--- src/logic/tcc_pkg.sv ---
// Constants, types and register map of the transfer controller counter block
package tcc_pkg;

  // ----------------------------------------------------------------
  // Register map (byte addresses)
  // ----------------------------------------------------------------
  localparam int ADDR_W = 5;
  localparam logic [4:0] OFS_SRC = 5'h00;
  localparam logic [4:0] OFS_DST = 5'h04;
  localparam logic [4:0] OFS_PCOUNT = 5'h08;
  localparam logic [4:0] OFS_BCOUNT = 5'h0C;
  localparam logic [4:0] OFS_MODE = 5'h10;
  localparam logic [4:0] OFS_ACT = 5'h14;
  localparam logic [4:0] OFS_SWV = 5'h18;
  localparam logic [4:0] OFS_STAT = 5'h1C;

  // ----------------------------------------------------------------
  // Field positions
  // ----------------------------------------------------------------
  localparam int MODE_LSB = 0;
  localparam int SIZE_BIT = 2;
  localparam int EACH_IRQ_BIT = 3;
  localparam int SW_EN_BIT = 7;
  localparam int STAT_BUSY_BIT = 0;
  localparam int STAT_SWEND_BIT = 1;
  localparam int STAT_VEC_LSB = 16;

  // ----------------------------------------------------------------
  // Reset values and constants
  // ----------------------------------------------------------------
  localparam logic [7:0] ACT_RESET = 8'h00;
  localparam logic [7:0] SWV_RESET = 8'h00;
  localparam logic [15:0] VEC_BASE = 16'h0400;

  typedef enum logic [1:0] {
    MODE_NORMAL = 2'b00,
    MODE_REPEAT = 2'b01,
    MODE_BLOCK = 2'b10,
    MODE_PROHIB = 2'b11
  } tcc_mode_t;

  typedef enum logic [1:0] {
    ST_IDLE = 2'b00,
    ST_XFER = 2'b01,
    ST_END = 2'b10
  } tcc_state_t;

  typedef struct packed {
    logic [23:0] src;
    logic [23:0] dst;
    logic word;
  } tcc_xfer_t;

endpackage

--- src/logic/tcc_core.sv ---
// Transfer controller counters, activation enables and software start
module tcc_core (
  input logic core_clk,
  input logic rst_b,
  input logic [tcc_pkg::ADDR_W-1:0] avs_address,
  input logic avs_read,
  input logic avs_write,
  input logic [31:0] avs_writedata,
  input logic [3:0] avs_byteenable,
  output logic [31:0] avs_readdata,
  output logic avs_waitrequest,
  input logic [7:0] act_request,
  output logic [7:0] src_flag_clear,
  output logic cpu_irq,
  output logic [2:0] cpu_irq_source,
  output logic sw_end_irq,
  output logic xfer_valid,
  output tcc_pkg::tcc_xfer_t xfer,
  output logic [15:0] vector_address
);
  import tcc_pkg::*;

  // ----------------------------------------------------------------
  // Helpers
  // ----------------------------------------------------------------
  function automatic logic [31:0] merge_be(logic [31:0] old, logic [31:0] wd, logic [3:0] be);
    logic [31:0] r;
    r = old;
    for (int i = 0; i < 4; i++) begin
      if (be[i]) begin
        r[i*8 +: 8] = wd[i*8 +: 8];
      end
    end
    return r;
  endfunction

  // Highest index wins, matching fixed source priority
  function automatic logic [2:0] pick_src(logic [7:0] pend);
    logic [2:0] r;
    r = 3'h0;
    for (int i = 0; i < 8; i++) begin
      if (pend[i]) begin
        r = 3'(i);
      end
    end
    return r;
  endfunction

  // ----------------------------------------------------------------
  // State
  // ----------------------------------------------------------------
  logic [23:0] src_q;
  logic [23:0] dst_q;
  logic [15:0] pcount_q;
  logic [15:0] bcount_q;
  tcc_mode_t mode_q;
  logic size_q;
  logic each_irq_q;
  logic [7:0] act_en_q;
  logic sw_en_q;
  logic [6:0] vec_q;
  logic sw_req_q;
  logic swend_q;
  tcc_state_t state_q;
  logic from_sw_q;
  logic [2:0] chan_q;
  logic done_q;
  logic wait_q;
  logic [31:0] rdata_q;
  logic [7:0] clr_q;
  logic irq_q;
  logic [2:0] irq_src_q;
  logic xv_q;
  tcc_xfer_t xfer_q;
  logic [15:0] vaddr_q;

  logic [31:0] rd_mux;
  logic [31:0] wr_val;
  logic wr_take;
  logic wr_src;
  logic wr_dst;
  logic wr_pcount;
  logic wr_bcount;
  logic wr_mode;
  logic wr_act;
  logic wr_swv;
  logic [15:0] pcount_d;
  logic [15:0] bcount_d;
  logic act_last;
  logic count_done;
  logic [7:0] run_n;
  logic [15:0] full_n;
  logic [7:0] pend;
  logic keep;
  logic end_sw;
  logic end_irq;

  // ----------------------------------------------------------------
  // Bus slave: one wait cycle, answer on second edge
  // ----------------------------------------------------------------
  always_comb begin
    rd_mux = 32'h0000_0000;
    case (avs_address)
      OFS_SRC: rd_mux = {8'h00, src_q};
      OFS_DST: rd_mux = {8'h00, dst_q};
      OFS_PCOUNT: rd_mux = {16'h0000, pcount_q};
      OFS_BCOUNT: rd_mux = {16'h0000, bcount_q};
      OFS_MODE: rd_mux = {28'h000_0000, each_irq_q, size_q, mode_q};
      OFS_ACT: rd_mux = {24'h00_0000, act_en_q};
      OFS_SWV: rd_mux = {24'h00_0000, sw_en_q, vec_q};
      OFS_STAT: rd_mux = {vaddr_q, 14'h0000, swend_q, state_q != ST_IDLE};
      default: rd_mux = 32'h0000_0000;
    endcase
  end

  assign wr_val = merge_be(rd_mux, avs_writedata, avs_byteenable);
  assign wr_take = avs_write && !wait_q;
  assign wr_src = wr_take && avs_address == OFS_SRC;
  assign wr_dst = wr_take && avs_address == OFS_DST;
  assign wr_pcount = wr_take && avs_address == OFS_PCOUNT;
  assign wr_bcount = wr_take && avs_address == OFS_BCOUNT;
  assign wr_mode = wr_take && avs_address == OFS_MODE;
  assign wr_act = wr_take && avs_address == OFS_ACT;
  assign wr_swv = wr_take && avs_address == OFS_SWV;

  always_ff @(posedge core_clk or negedge rst_b) begin
    if (!rst_b) begin
      wait_q <= 1'b1;
      rdata_q <= 32'h0000_0000;
    end else if ((avs_read || avs_write) && wait_q) begin
      wait_q <= 1'b0;
      rdata_q <= rd_mux;
    end else begin
      wait_q <= 1'b1;
    end
  end

  // ----------------------------------------------------------------
  // Addresses and configuration
  // ----------------------------------------------------------------
  // Evenness for word transfers is left to software, no check here
  always_ff @(posedge core_clk or negedge rst_b) begin
    if (!rst_b) begin
      src_q <= 24'h00_0000;
      dst_q <= 24'h00_0000;
    end else begin
      if (wr_src) begin
        src_q <= wr_val[23:0];
      end
      if (wr_dst) begin
        dst_q <= wr_val[23:0];
      end
    end
  end

  always_ff @(posedge core_clk or negedge rst_b) begin
    if (!rst_b) begin
      mode_q <= MODE_NORMAL;
      size_q <= 1'b0;
      each_irq_q <= 1'b0;
    end else if (wr_mode) begin
      mode_q <= tcc_mode_t'(wr_val[MODE_LSB +: 2]);
      size_q <= wr_val[SIZE_BIT];
      each_irq_q <= wr_val[EACH_IRQ_BIT];
    end
  end

  // ----------------------------------------------------------------
  // Counter stepping
  // ----------------------------------------------------------------
  // Decrement wraps, so a count loaded as zero runs the full range
  always_comb begin
    run_n = pcount_q[7:0] - 8'h01;
    full_n = pcount_q - 16'h0001;
    pcount_d = pcount_q;
    bcount_d = bcount_q;
    act_last = 1'b1;
    count_done = 1'b0;
    case (mode_q)
      MODE_REPEAT: begin
        pcount_d = {pcount_q[15:8], (run_n == 8'h00) ? pcount_q[15:8] : run_n};
      end
      MODE_BLOCK: begin
        pcount_d = {pcount_q[15:8], (run_n == 8'h00) ? pcount_q[15:8] : run_n};
        if (run_n != 8'h00) begin
          act_last = 1'b0;
        end else begin
          bcount_d = bcount_q - 16'h0001;
          count_done = bcount_d == 16'h0000;
        end
      end
      // Prohibited code runs as normal mode rather than hang
      default: begin
        pcount_d = full_n;
        count_done = full_n == 16'h0000;
      end
    endcase
  end

  // Bus write wins over an engine step in the same cycle
  always_ff @(posedge core_clk or negedge rst_b) begin
    if (!rst_b) begin
      pcount_q <= 16'h0000;
      bcount_q <= 16'h0000;
    end else begin
      if (wr_pcount) begin
        pcount_q <= wr_val[15:0];
      end else if (state_q == ST_XFER) begin
        pcount_q <= pcount_d;
      end
      if (wr_bcount) begin
        bcount_q <= wr_val[15:0];
      end else if (state_q == ST_XFER) begin
        bcount_q <= bcount_d;
      end
    end
  end

  // ----------------------------------------------------------------
  // Activation engine
  // ----------------------------------------------------------------
  // Sources cleared last cycle are masked while their flag falls
  assign pend = act_request & act_en_q & ~clr_q;
  assign keep = each_irq_q || done_q;
  assign end_sw = state_q == ST_END && from_sw_q;
  assign end_irq = state_q == ST_END && !from_sw_q;

  always_ff @(posedge core_clk or negedge rst_b) begin
    if (!rst_b) begin
      state_q <= ST_IDLE;
      from_sw_q <= 1'b0;
      chan_q <= 3'h0;
      done_q <= 1'b0;
    end else begin
      case (state_q)
        ST_IDLE: begin
          done_q <= 1'b0;
          if (sw_req_q) begin
            from_sw_q <= 1'b1;
            state_q <= ST_XFER;
          end else if (pend != 8'h00) begin
            from_sw_q <= 1'b0;
            chan_q <= pick_src(pend);
            state_q <= ST_XFER;
          end
        end
        ST_XFER: begin
          if (act_last) begin
            done_q <= count_done;
            state_q <= ST_END;
          end
        end
        ST_END: begin
          state_q <= ST_IDLE;
        end
        default: begin
          state_q <= ST_IDLE;
        end
      endcase
    end
  end

  // ----------------------------------------------------------------
  // Activation enables
  // ----------------------------------------------------------------
  // Bulk writes are legal only when sources are masked by software
  always_ff @(posedge core_clk or negedge rst_b) begin
    if (!rst_b) begin
      act_en_q <= ACT_RESET;
    end else if (wr_act) begin
      act_en_q <= wr_val[7:0];
    end else if (end_irq && keep) begin
      act_en_q[chan_q] <= 1'b0;
    end
  end

  // ----------------------------------------------------------------
  // Software start control
  // ----------------------------------------------------------------
  // Zero writes to the enable are dropped; hardware or a MODE write that clears swend_q clears it
  always_ff @(posedge core_clk or negedge rst_b) begin
    if (!rst_b) begin
      sw_en_q <= 1'b0;
      vec_q <= SWV_RESET[6:0];
      sw_req_q <= 1'b0;
    end else begin
      if (wr_swv && !sw_en_q) begin
        vec_q <= wr_val[6:0];
      end
      if (wr_swv && wr_val[SW_EN_BIT] && !sw_en_q) begin
        sw_en_q <= 1'b1;
        sw_req_q <= 1'b1;
      end else if (end_sw && !keep) begin
        sw_en_q <= 1'b0;
      end else if (wr_mode && !wr_val[EACH_IRQ_BIT] && swend_q) begin
        sw_en_q <= 1'b0;
      end
      if (state_q == ST_IDLE && sw_req_q) begin
        sw_req_q <= 1'b0;
      end
    end
  end

  // Set wins over the clearing write
  always_ff @(posedge core_clk or negedge rst_b) begin
    if (!rst_b) begin
      swend_q <= 1'b0;
    end else if (end_sw && keep) begin
      swend_q <= 1'b1;
    end else if (wr_mode && !wr_val[EACH_IRQ_BIT]) begin
      swend_q <= 1'b0;
    end
  end

  // ----------------------------------------------------------------
  // Outputs
  // ----------------------------------------------------------------
  always_ff @(posedge core_clk or negedge rst_b) begin
    if (!rst_b) begin
      clr_q <= 8'h00;
      irq_q <= 1'b0;
      irq_src_q <= 3'h0;
      xv_q <= 1'b0;
      xfer_q <= '0;
      vaddr_q <= VEC_BASE;
    end else begin
      clr_q <= 8'h00;
      irq_q <= 1'b0;
      xv_q <= state_q == ST_XFER;
      xfer_q <= '{src: src_q, dst: dst_q, word: size_q};
      vaddr_q <= VEC_BASE + {8'h00, vec_q, 1'b0};
      if (end_irq && !keep) begin
        clr_q[chan_q] <= 1'b1;
      end
      if (end_irq && keep) begin
        irq_q <= 1'b1;
        irq_src_q <= chan_q;
      end
    end
  end

  assign avs_readdata = rdata_q;
  assign avs_waitrequest = wait_q;
  assign src_flag_clear = clr_q;
  assign cpu_irq = irq_q;
  assign cpu_irq_source = irq_src_q;
  assign sw_end_irq = swend_q;
  assign xfer_valid = xv_q;
  assign xfer = xfer_q;
  assign vector_address = vaddr_q;
endmodule

--- config.mk ---
export PLATFORM = sky130hd
export DESIGN_NAME = tcc_core
export DESIGN_NICKNAME = d
export VERILOG_FILES = /design/src/logic/tcc_pkg.sv /design/src/logic/tcc_core.sv
export SDC_FILE = /design/constraint.sdc
export NUM_CORES = 1
export LEC_CHECK = 0
export BUFFER_PORTS_ARGS = -buffer_cell sky130_fd_sc_hd__buf_2
export CORE_MARGIN = 2
export CORE_UTILIZATION = 35
export CTS_BUF_LIST = sky130_fd_sc_hd__clkbuf_2 sky130_fd_sc_hd__clkbuf_4 sky130_fd_sc_hd__clkbuf_8
export DETAILED_ROUTE_END_ITERATION = 6
export PLACE_DENSITY_LB_ADDON = 0.12
export REMOVE_ABC_BUFFERS = 1
export SYNTH_ARGS = -nofsm -noshare
export SYNTH_HDL_FRONTEND = slang
export SYNTH_SLANG_ARGS = --single-unit
--- constraint.sdc ---
create_clock -name core_clk -period 6.53 [get_ports core_clk]
set_input_delay 0.3265 -clock core_clk [delete_from_list [all_inputs] [get_ports core_clk]]
set_output_delay 0.3265 -clock core_clk [all_outputs]
set_load 0.005 [all_outputs]
==> out/results.txt, run 1 <==
Status = finished, final reports clean
Worst-path maximum fanout = 10
Final Util = 42.10%
FP Rows = 60
First drt pass iteration count = 7
Final std cells w/o fill = 1407
Drt wl/cell = 19.27 um
Post-synthesis xor/xnor area fraction = 2.087%
CTS root buf = clkbuf_8
CTS resizes = 0
Worst Tran Pin Value = 1.166 ns
GR Overflow Total = 0
Synthesized cell area = 9651 sq um
Area leader, netlist = dfrtp_1
Class of the worst hold path = in -> reg
Ant diodes = 0
Int Power = 2.479 mW
Clock-pin slew on the worst setup and hold paths = 0.06 ns
Routed WL = 27.11 mm
Tmin final = 2.832 ns
PortBufs = 139
Via count = 7330
WP data required = 6.94 ns
RePlAce Congestion = 0.8299
Area growth from synthesis to layout = 17.90%
CP startpoint kind = register
Final Hold Fails = 0
Setup ws final = 3.698 ns
Max clock buf depth = 3
Crit path max-delay cell type = dfrtp_1
Mean Syn Cell Area = 10.64 sq um
Crit end category = register
Final setup vio count = 0
Simple-gate share of the synthesized area = 15.03%
Sw frac = 32.72%
First-pass GRT wire length = 41.97 mm
H-Tree Depth = 2
Number of synthesis warnings = 0
Post-Syn Instances = 907
Pins Over Slew Limit = 0
CTS Hold Buffers Added = 1
Tcrit/Tclk final = 43.37%
Area of the multi-input gates = 4141 sq um
Critical path class = reg -> reg
RSZ-0062 raised after global routing = no
Largest family of logic cells by synthesized area = simple AND/OR/NAND/NOR gates
Core box area = 27030 sq um
Final antenna-violating net count = 0
Cells after DPL = 1340
Drc violations = 0
Arrival time at the worst endpoint = 3.24 ns
Pre-CTS setup slack = 3.447 ns
Switching pwr = 1.206 mW
Setup_tns = 0 ns
DR iter-0 viols = 546
Async S/R FF share, synth = 100.0%
Largest net degree at the start of global routing = 77
TritonCTS buffer count = 38
Number of max-cap violations = 0
Top Ports = 165
Seq/Total Area, Yosys = 52.91%
Leakage Power = 5.354 nW
Crit-path cells = inv_1, ha_1, xnor2_1, nand4_1, a2111oi_2, mux2i_1, o21ai_1
Most common cell after layout, fill and taps aside = dfrtp_1
Commonest non-fill, non-tap cells in the layout = dfrtp_1 (203), buf_2 (138), nand2_1 (111)
Post-synth EDFFs = 0
Worst VDD drop = 0.1905 mV
Skew final = 0.02187 ns
Reg area = 5106 sq um
Fill cells = 2706
Initial Utilization = 35.71%
Unique masters post-synth = 84
Synth Area in Compound Gates = 14.94%
Yosys top cell area share = 52.64%
Achievable frequency = 0.3531 GHz
Clock Latency Late Sink = 0.55 ns
Fin nets = 1098
Leading register cell type out of synthesis = dfrtp_1
Adder-cell area share of the yosys netlist = 0.6483%
Synth top area cells = dfrtp_1 (53%), nand2_1 (4.3%), o21ai_0 (4.2%)
Vias in the first global route = 7207
HPWL after detailed placement = 18.60 mm
Largest stage delay on the critical path = 0.57 ns
Synthesis-stage register bit count = 204
Clock power frac = 35.3%
Mux cell area share after synthesis = 9.478%
Flop2flop setup slack = 3.70 ns
Slew HR = 21.69%
CTS tree = yes
Seq pwr share = 44.7%
DIE HEIGHT = 170.1 um
Total clock sinks = 204
Initial antenna violation count = 0
Die W = 170.1 um
Die area = 28920 sq um
Pwr dens = 323.9 nW/um^2
Layout cells sized above 1 = 25.89%
Routed vias/inst = 5.210
Total GRT Usage = 18.80%
Post CTS Setup Buffer Count = 0
Gate power share = 20.1%
==> power groups by stage <==
stage	sequential, mW	combinational, mW	clock (mW)
finish	1.65	0.739	1.30
CTS	1.64	0.746	1.34
detailed placement	1.66	0.742	0
global placement	1.66	0.735	0
global route	1.67	0.821	1.39
floorplan	1.59	0.492	0
==> worst paths after layout <==
kind / from / endpoint / depth (start not counted)
worst min register to register: src_q[0] / xfer[25] / 0
worst max register to register: pcount_q[0] / bcount_q[10] / 7
worst min-delay path: avs_writedata[8] / bcount_q[8] / 3
worst max-delay path: pcount_q[0] / bcount_q[10] / 7
min in group asynchronous: rst_b / avs_readdata[3] / 2
max in group asynchronous: rst_b / pcount_q[10] / 3
==> routing by layer <==
layer / track usage [%] / vias to the layer above / part of all wire, % / wire length [um]
li1: - / 3503 / - / -
met5: 0 / - / 0 / 0
met4: 4.980 / 0 / 2.1 / 568
met1: 27.31 / 3589 / 48 / 13040
met2: 29.06 / 195 / 45 / 12160
met3: 3.209 / 43 / 4.9 / 1335
==> stage by stage <==
step	total power [mW]	hold slack (ns)	instance area (sq um)
6_report	3.685	0.1453	11380
3_5_place_dp	2.406	0.3815	10570
5_1_grt	3.882	0.1575	11380
2_1_floorplan	2.082	0.03091	9338
3_3_place_gp	2.398	0.3805	10570
4_1_cts	3.728	0.1241	11380
==> sequential cells by signal (all words and copies together) (netlist names), 2 cells and up <==
name,cells
act_en_q,8
avs_readdata,25
bcount_q,16
chan_q,3
cpu_irq_source,3
dst_q,24
mode_q,2
pcount_q,16
src_flag_clear,8
src_q,24
state_q,2
vec_q,7
vector_address,7
xfer,49
==> cell usage after synthesis (4+ instances only) <==
| cell | number |
|---|---|
| or3_1 | 6 |
| buf_1 | 5 |
| nand3b_1 | 14 |
| o21a_1 | 4 |
| mux4_2 | 10 |
| nand4_1 | 4 |
| o31ai_1 | 4 |
| buf_2 | 16 |
| mux2_1 | 6 |
| o211ai_1 | 14 |
| ha_1 | 5 |
| dfrtp_1 | 203 |
| a31oi_1 | 6 |
| and2_1 | 5 |
| nor3_1 | 26 |
| nand2_1 | 111 |
| nor2_1 | 47 |
| xor2_1 | 13 |
| nand2b_1 | 18 |
| o21ai_1 | 24 |
| buf_4 | 17 |
| xnor2_1 | 10 |
| nand3_1 | 9 |
| a222oi_1 | 7 |
| a32oi_1 | 5 |
| inv_1 | 26 |
| nor4_1 | 9 |
| mux2_2 | 25 |
| o21ai_0 | 81 |
| mux2i_1 | 34 |
| a21oi_1 | 12 |
| o22ai_1 | 5 |
| a211oi_1 | 9 |
| clkbuf_1 | 34 |
| or4_1 | 6 |
==> cell type report <==
type	instances	area share [%]
flip-flops and latches	204	44.88
multi-input cells	617	36.40
repair buffers	152	7.071
clock buffers	59	6.312
well taps	341	3.750
inverters	27	0.8907
clock inverters	7	0.7038
==> logic make-up after synthesis <==
group | Yosys count
and+or+nand+nor | 284
adders and majority gates | 5
AOI/OAI and AO/OA | 214
xor gates and xnor gates | 23
muxes | 75
buffers and inverters | 100
DFF | 204
other | 2
==> critical path: cells and delay by family, from the launching register on <==
kind                       cells  cell delay, ns
AOI/OAI and AO/OA              2            0.66
DFF                            1            0.57
muxes                          1            0.31
xor gates and xnor gates       1            0.29
and+or+nand+nor                1            0.48
buffers and inverters          1            0.09
adders and majority gates      1            0.30
Note: power is estimated with default switching activity, not from simulation.
==> run 2, diff against run 1 <==
==> constraint.sdc (replaced) <==
create_clock -name core_clk -period 2.6 [get_ports core_clk]
set_input_delay 0.13 -clock core_clk [delete_from_list [all_inputs] [get_ports core_clk]]
set_output_delay 0.13 -clock core_clk [all_outputs]
set_load 0.005 [all_outputs]
==> out/results.txt, run 2 (synthesis results as in run 1) <==
Reg2Reg Depth = 7
Reg-to-reg endpoint = done_q
Pwr dens = 789.4 nW/um^2
PortBufs = 139
Pins Over Slew Limit = 0
Worst Tran Pin Value = 0.7121 ns
First-pass GRT wire length = 43.29 mm
Final antenna-violating net count = 0
TritonCTS buffer count = 36
Die area = 28920 sq um
Setup crit end = done_q
Final std cells w/o fill = 1462
Routed vias/inst = 5.135
Slew HR = 52.43%
CP startpoint kind = register
Crit-path cells = buf_4, ha_1, nor4b_4, and4_1, o21ai_4, or4_4, o311ai_2
Largest stage delay on the critical path = 0.55 ns
Status = finished, final reports clean
Leakage Power = 5.614 nW
First drt pass iteration count = 4
Fin nets = 1151
CTS root buf = clkbuf_8
H-Tree Depth = 2
Number of max-cap violations = 0
Reg-to-Reg Start = pcount_q[0]
Worst-path maximum fanout = 9
Largest net degree at the start of global routing = 72
Total power = 9.335 mW
Critical path class = reg -> reg
Initial Utilization = 35.71%
Initial antenna violation count = 0
Final Util = 43.75%
Die W = 170.1 um
Area growth from synthesis to layout = 22.53%
Worst VDD drop = 0.4581 mV
RSZ-0062 raised after global routing = no
Crit end category = register
DIE HEIGHT = 170.1 um
Achievable frequency = 0.4188 GHz
Tcrit/Tclk final = 91.84%
Final Hold Fails = 0
Worst path top cell family by delay = simple AND/OR/NAND/NOR gates
Clock-pin slew on the worst setup and hold paths = 0.06 ns
First element of the critical path = pcount_q[0]
Routed WL = 27.80 mm
Core box area = 27030 sq um
Skew final = 0.01464 ns
Fill cells = 2678
HPWL after detailed placement = 19.75 mm
WP data required = 3.05 ns
RePlAce Congestion = 0.8427
Flop2flop setup slack = 0.21 ns
Area of the multi-input gates = 4141 sq um
DR iter-0 viols = 427
Class of the worst hold path = in -> reg
Crit path max-delay cell type = or4_4
Cells after DPL = 1386
Most common cell after layout, fill and taps aside = dfrtp_1
Top Ports = 165
Stages on the worst setup path = 7
Reg area = 5106 sq um
Final setup vio count = 0
Ant diodes = 0
GR Overflow Total = 0
FP Rows = 60
Drc violations = 0
Setup_tns = 0 ns
Commonest non-fill, non-tap cells in the layout = dfrtp_1 (203), buf_2 (138), nand2_1 (111)
Via count = 7507
Arrival time at the worst endpoint = 2.83 ns
Total GRT Usage = 19.56%
Total clock sinks = 204
CTS tree = yes
Drt wl/cell = 19.02 um
Layout cells sized above 1 = 28.72%
Buf+Inv Stages, Crit Path = 1
Max clock buf depth = 3
Clock Latency Late Sink = 0.54 ns
Vias in the first global route = 7356
Tmin final = 2.388 ns
Max reg flops = 49
## run 2: area by class of cell
cell class                      instances  share of cell area (%)
Timing Repair Buffer                  207                   10.91
Multi-Input combinational cell        617                   35.02
Sequential cell                       204                   43.18
Tap cell                              341                   3.608
Clock buffer                           60                   6.031
Inverter                               27                  0.8570
Clock inverter                          6                  0.3915
## run 2: timing repair
action	in CTS	in global routing
resized for setup	0	0
endpoints found under the hold margin	88	0
hold buffers	10	0
buffers inserted	0	0
endpoints found under the setup margin	0	0
## run 2: power breakdown
part           switching [mW]  internal [mW]  leakage, nW
combinational            1.25          0.970         2.50
sequential              0.439           3.58         2.71
clock                    1.36           1.74        0.404
total                    3.05           6.29         5.61
## run 2: worst min-delay path by stage
stage	startpoint	to	slack, ns	cells after the start
final	avs_writedata[21]	src_q[21]	0.02	4
after global routing	avs_writedata[21]	src_q[21]	0.02	4
after global placement	rst_b	src_flag_clear[2]	0.19	1
after floorplan	rst_b	act_en_q[0]	-0.17	0
after detailed placement	rst_b	src_flag_clear[2]	0.20	1
after CTS	avs_writedata[14]	pcount_q[14]	0.003	4
## run 2: layer usage
| metal | vias up | global-route usage, % | wire (um) |
|---|---|---|---|
| met1 | 3658 | 28.75 | 13520 |
| met5 | - | 0 | 0 |
| met3 | 43 | 3.651 | 1496 |
| li1 | 3616 | - | - |
| met4 | 0 | 5.054 | 508 |
| met2 | 190 | 29.67 | 12280 |
## run 2: tightest hold or removal path: cells and delay by family
kind | cells | cell delay [ns]
buf+inv | 2 | 0.11
mux | 2 | 0.28
## run 2: stage by stage
step	hold slack (ns)	worst slack [ns]	instance area [sq um]
global placement	0.1867	0.2481	10970
floorplan	-0.1656	-0.3634	9338
finish	0.02048	0.2121	11830
CTS	0.003384	0.2271	11830
global route	0.01568	0.01944	11830
detailed placement	0.2048	0.2463	10970
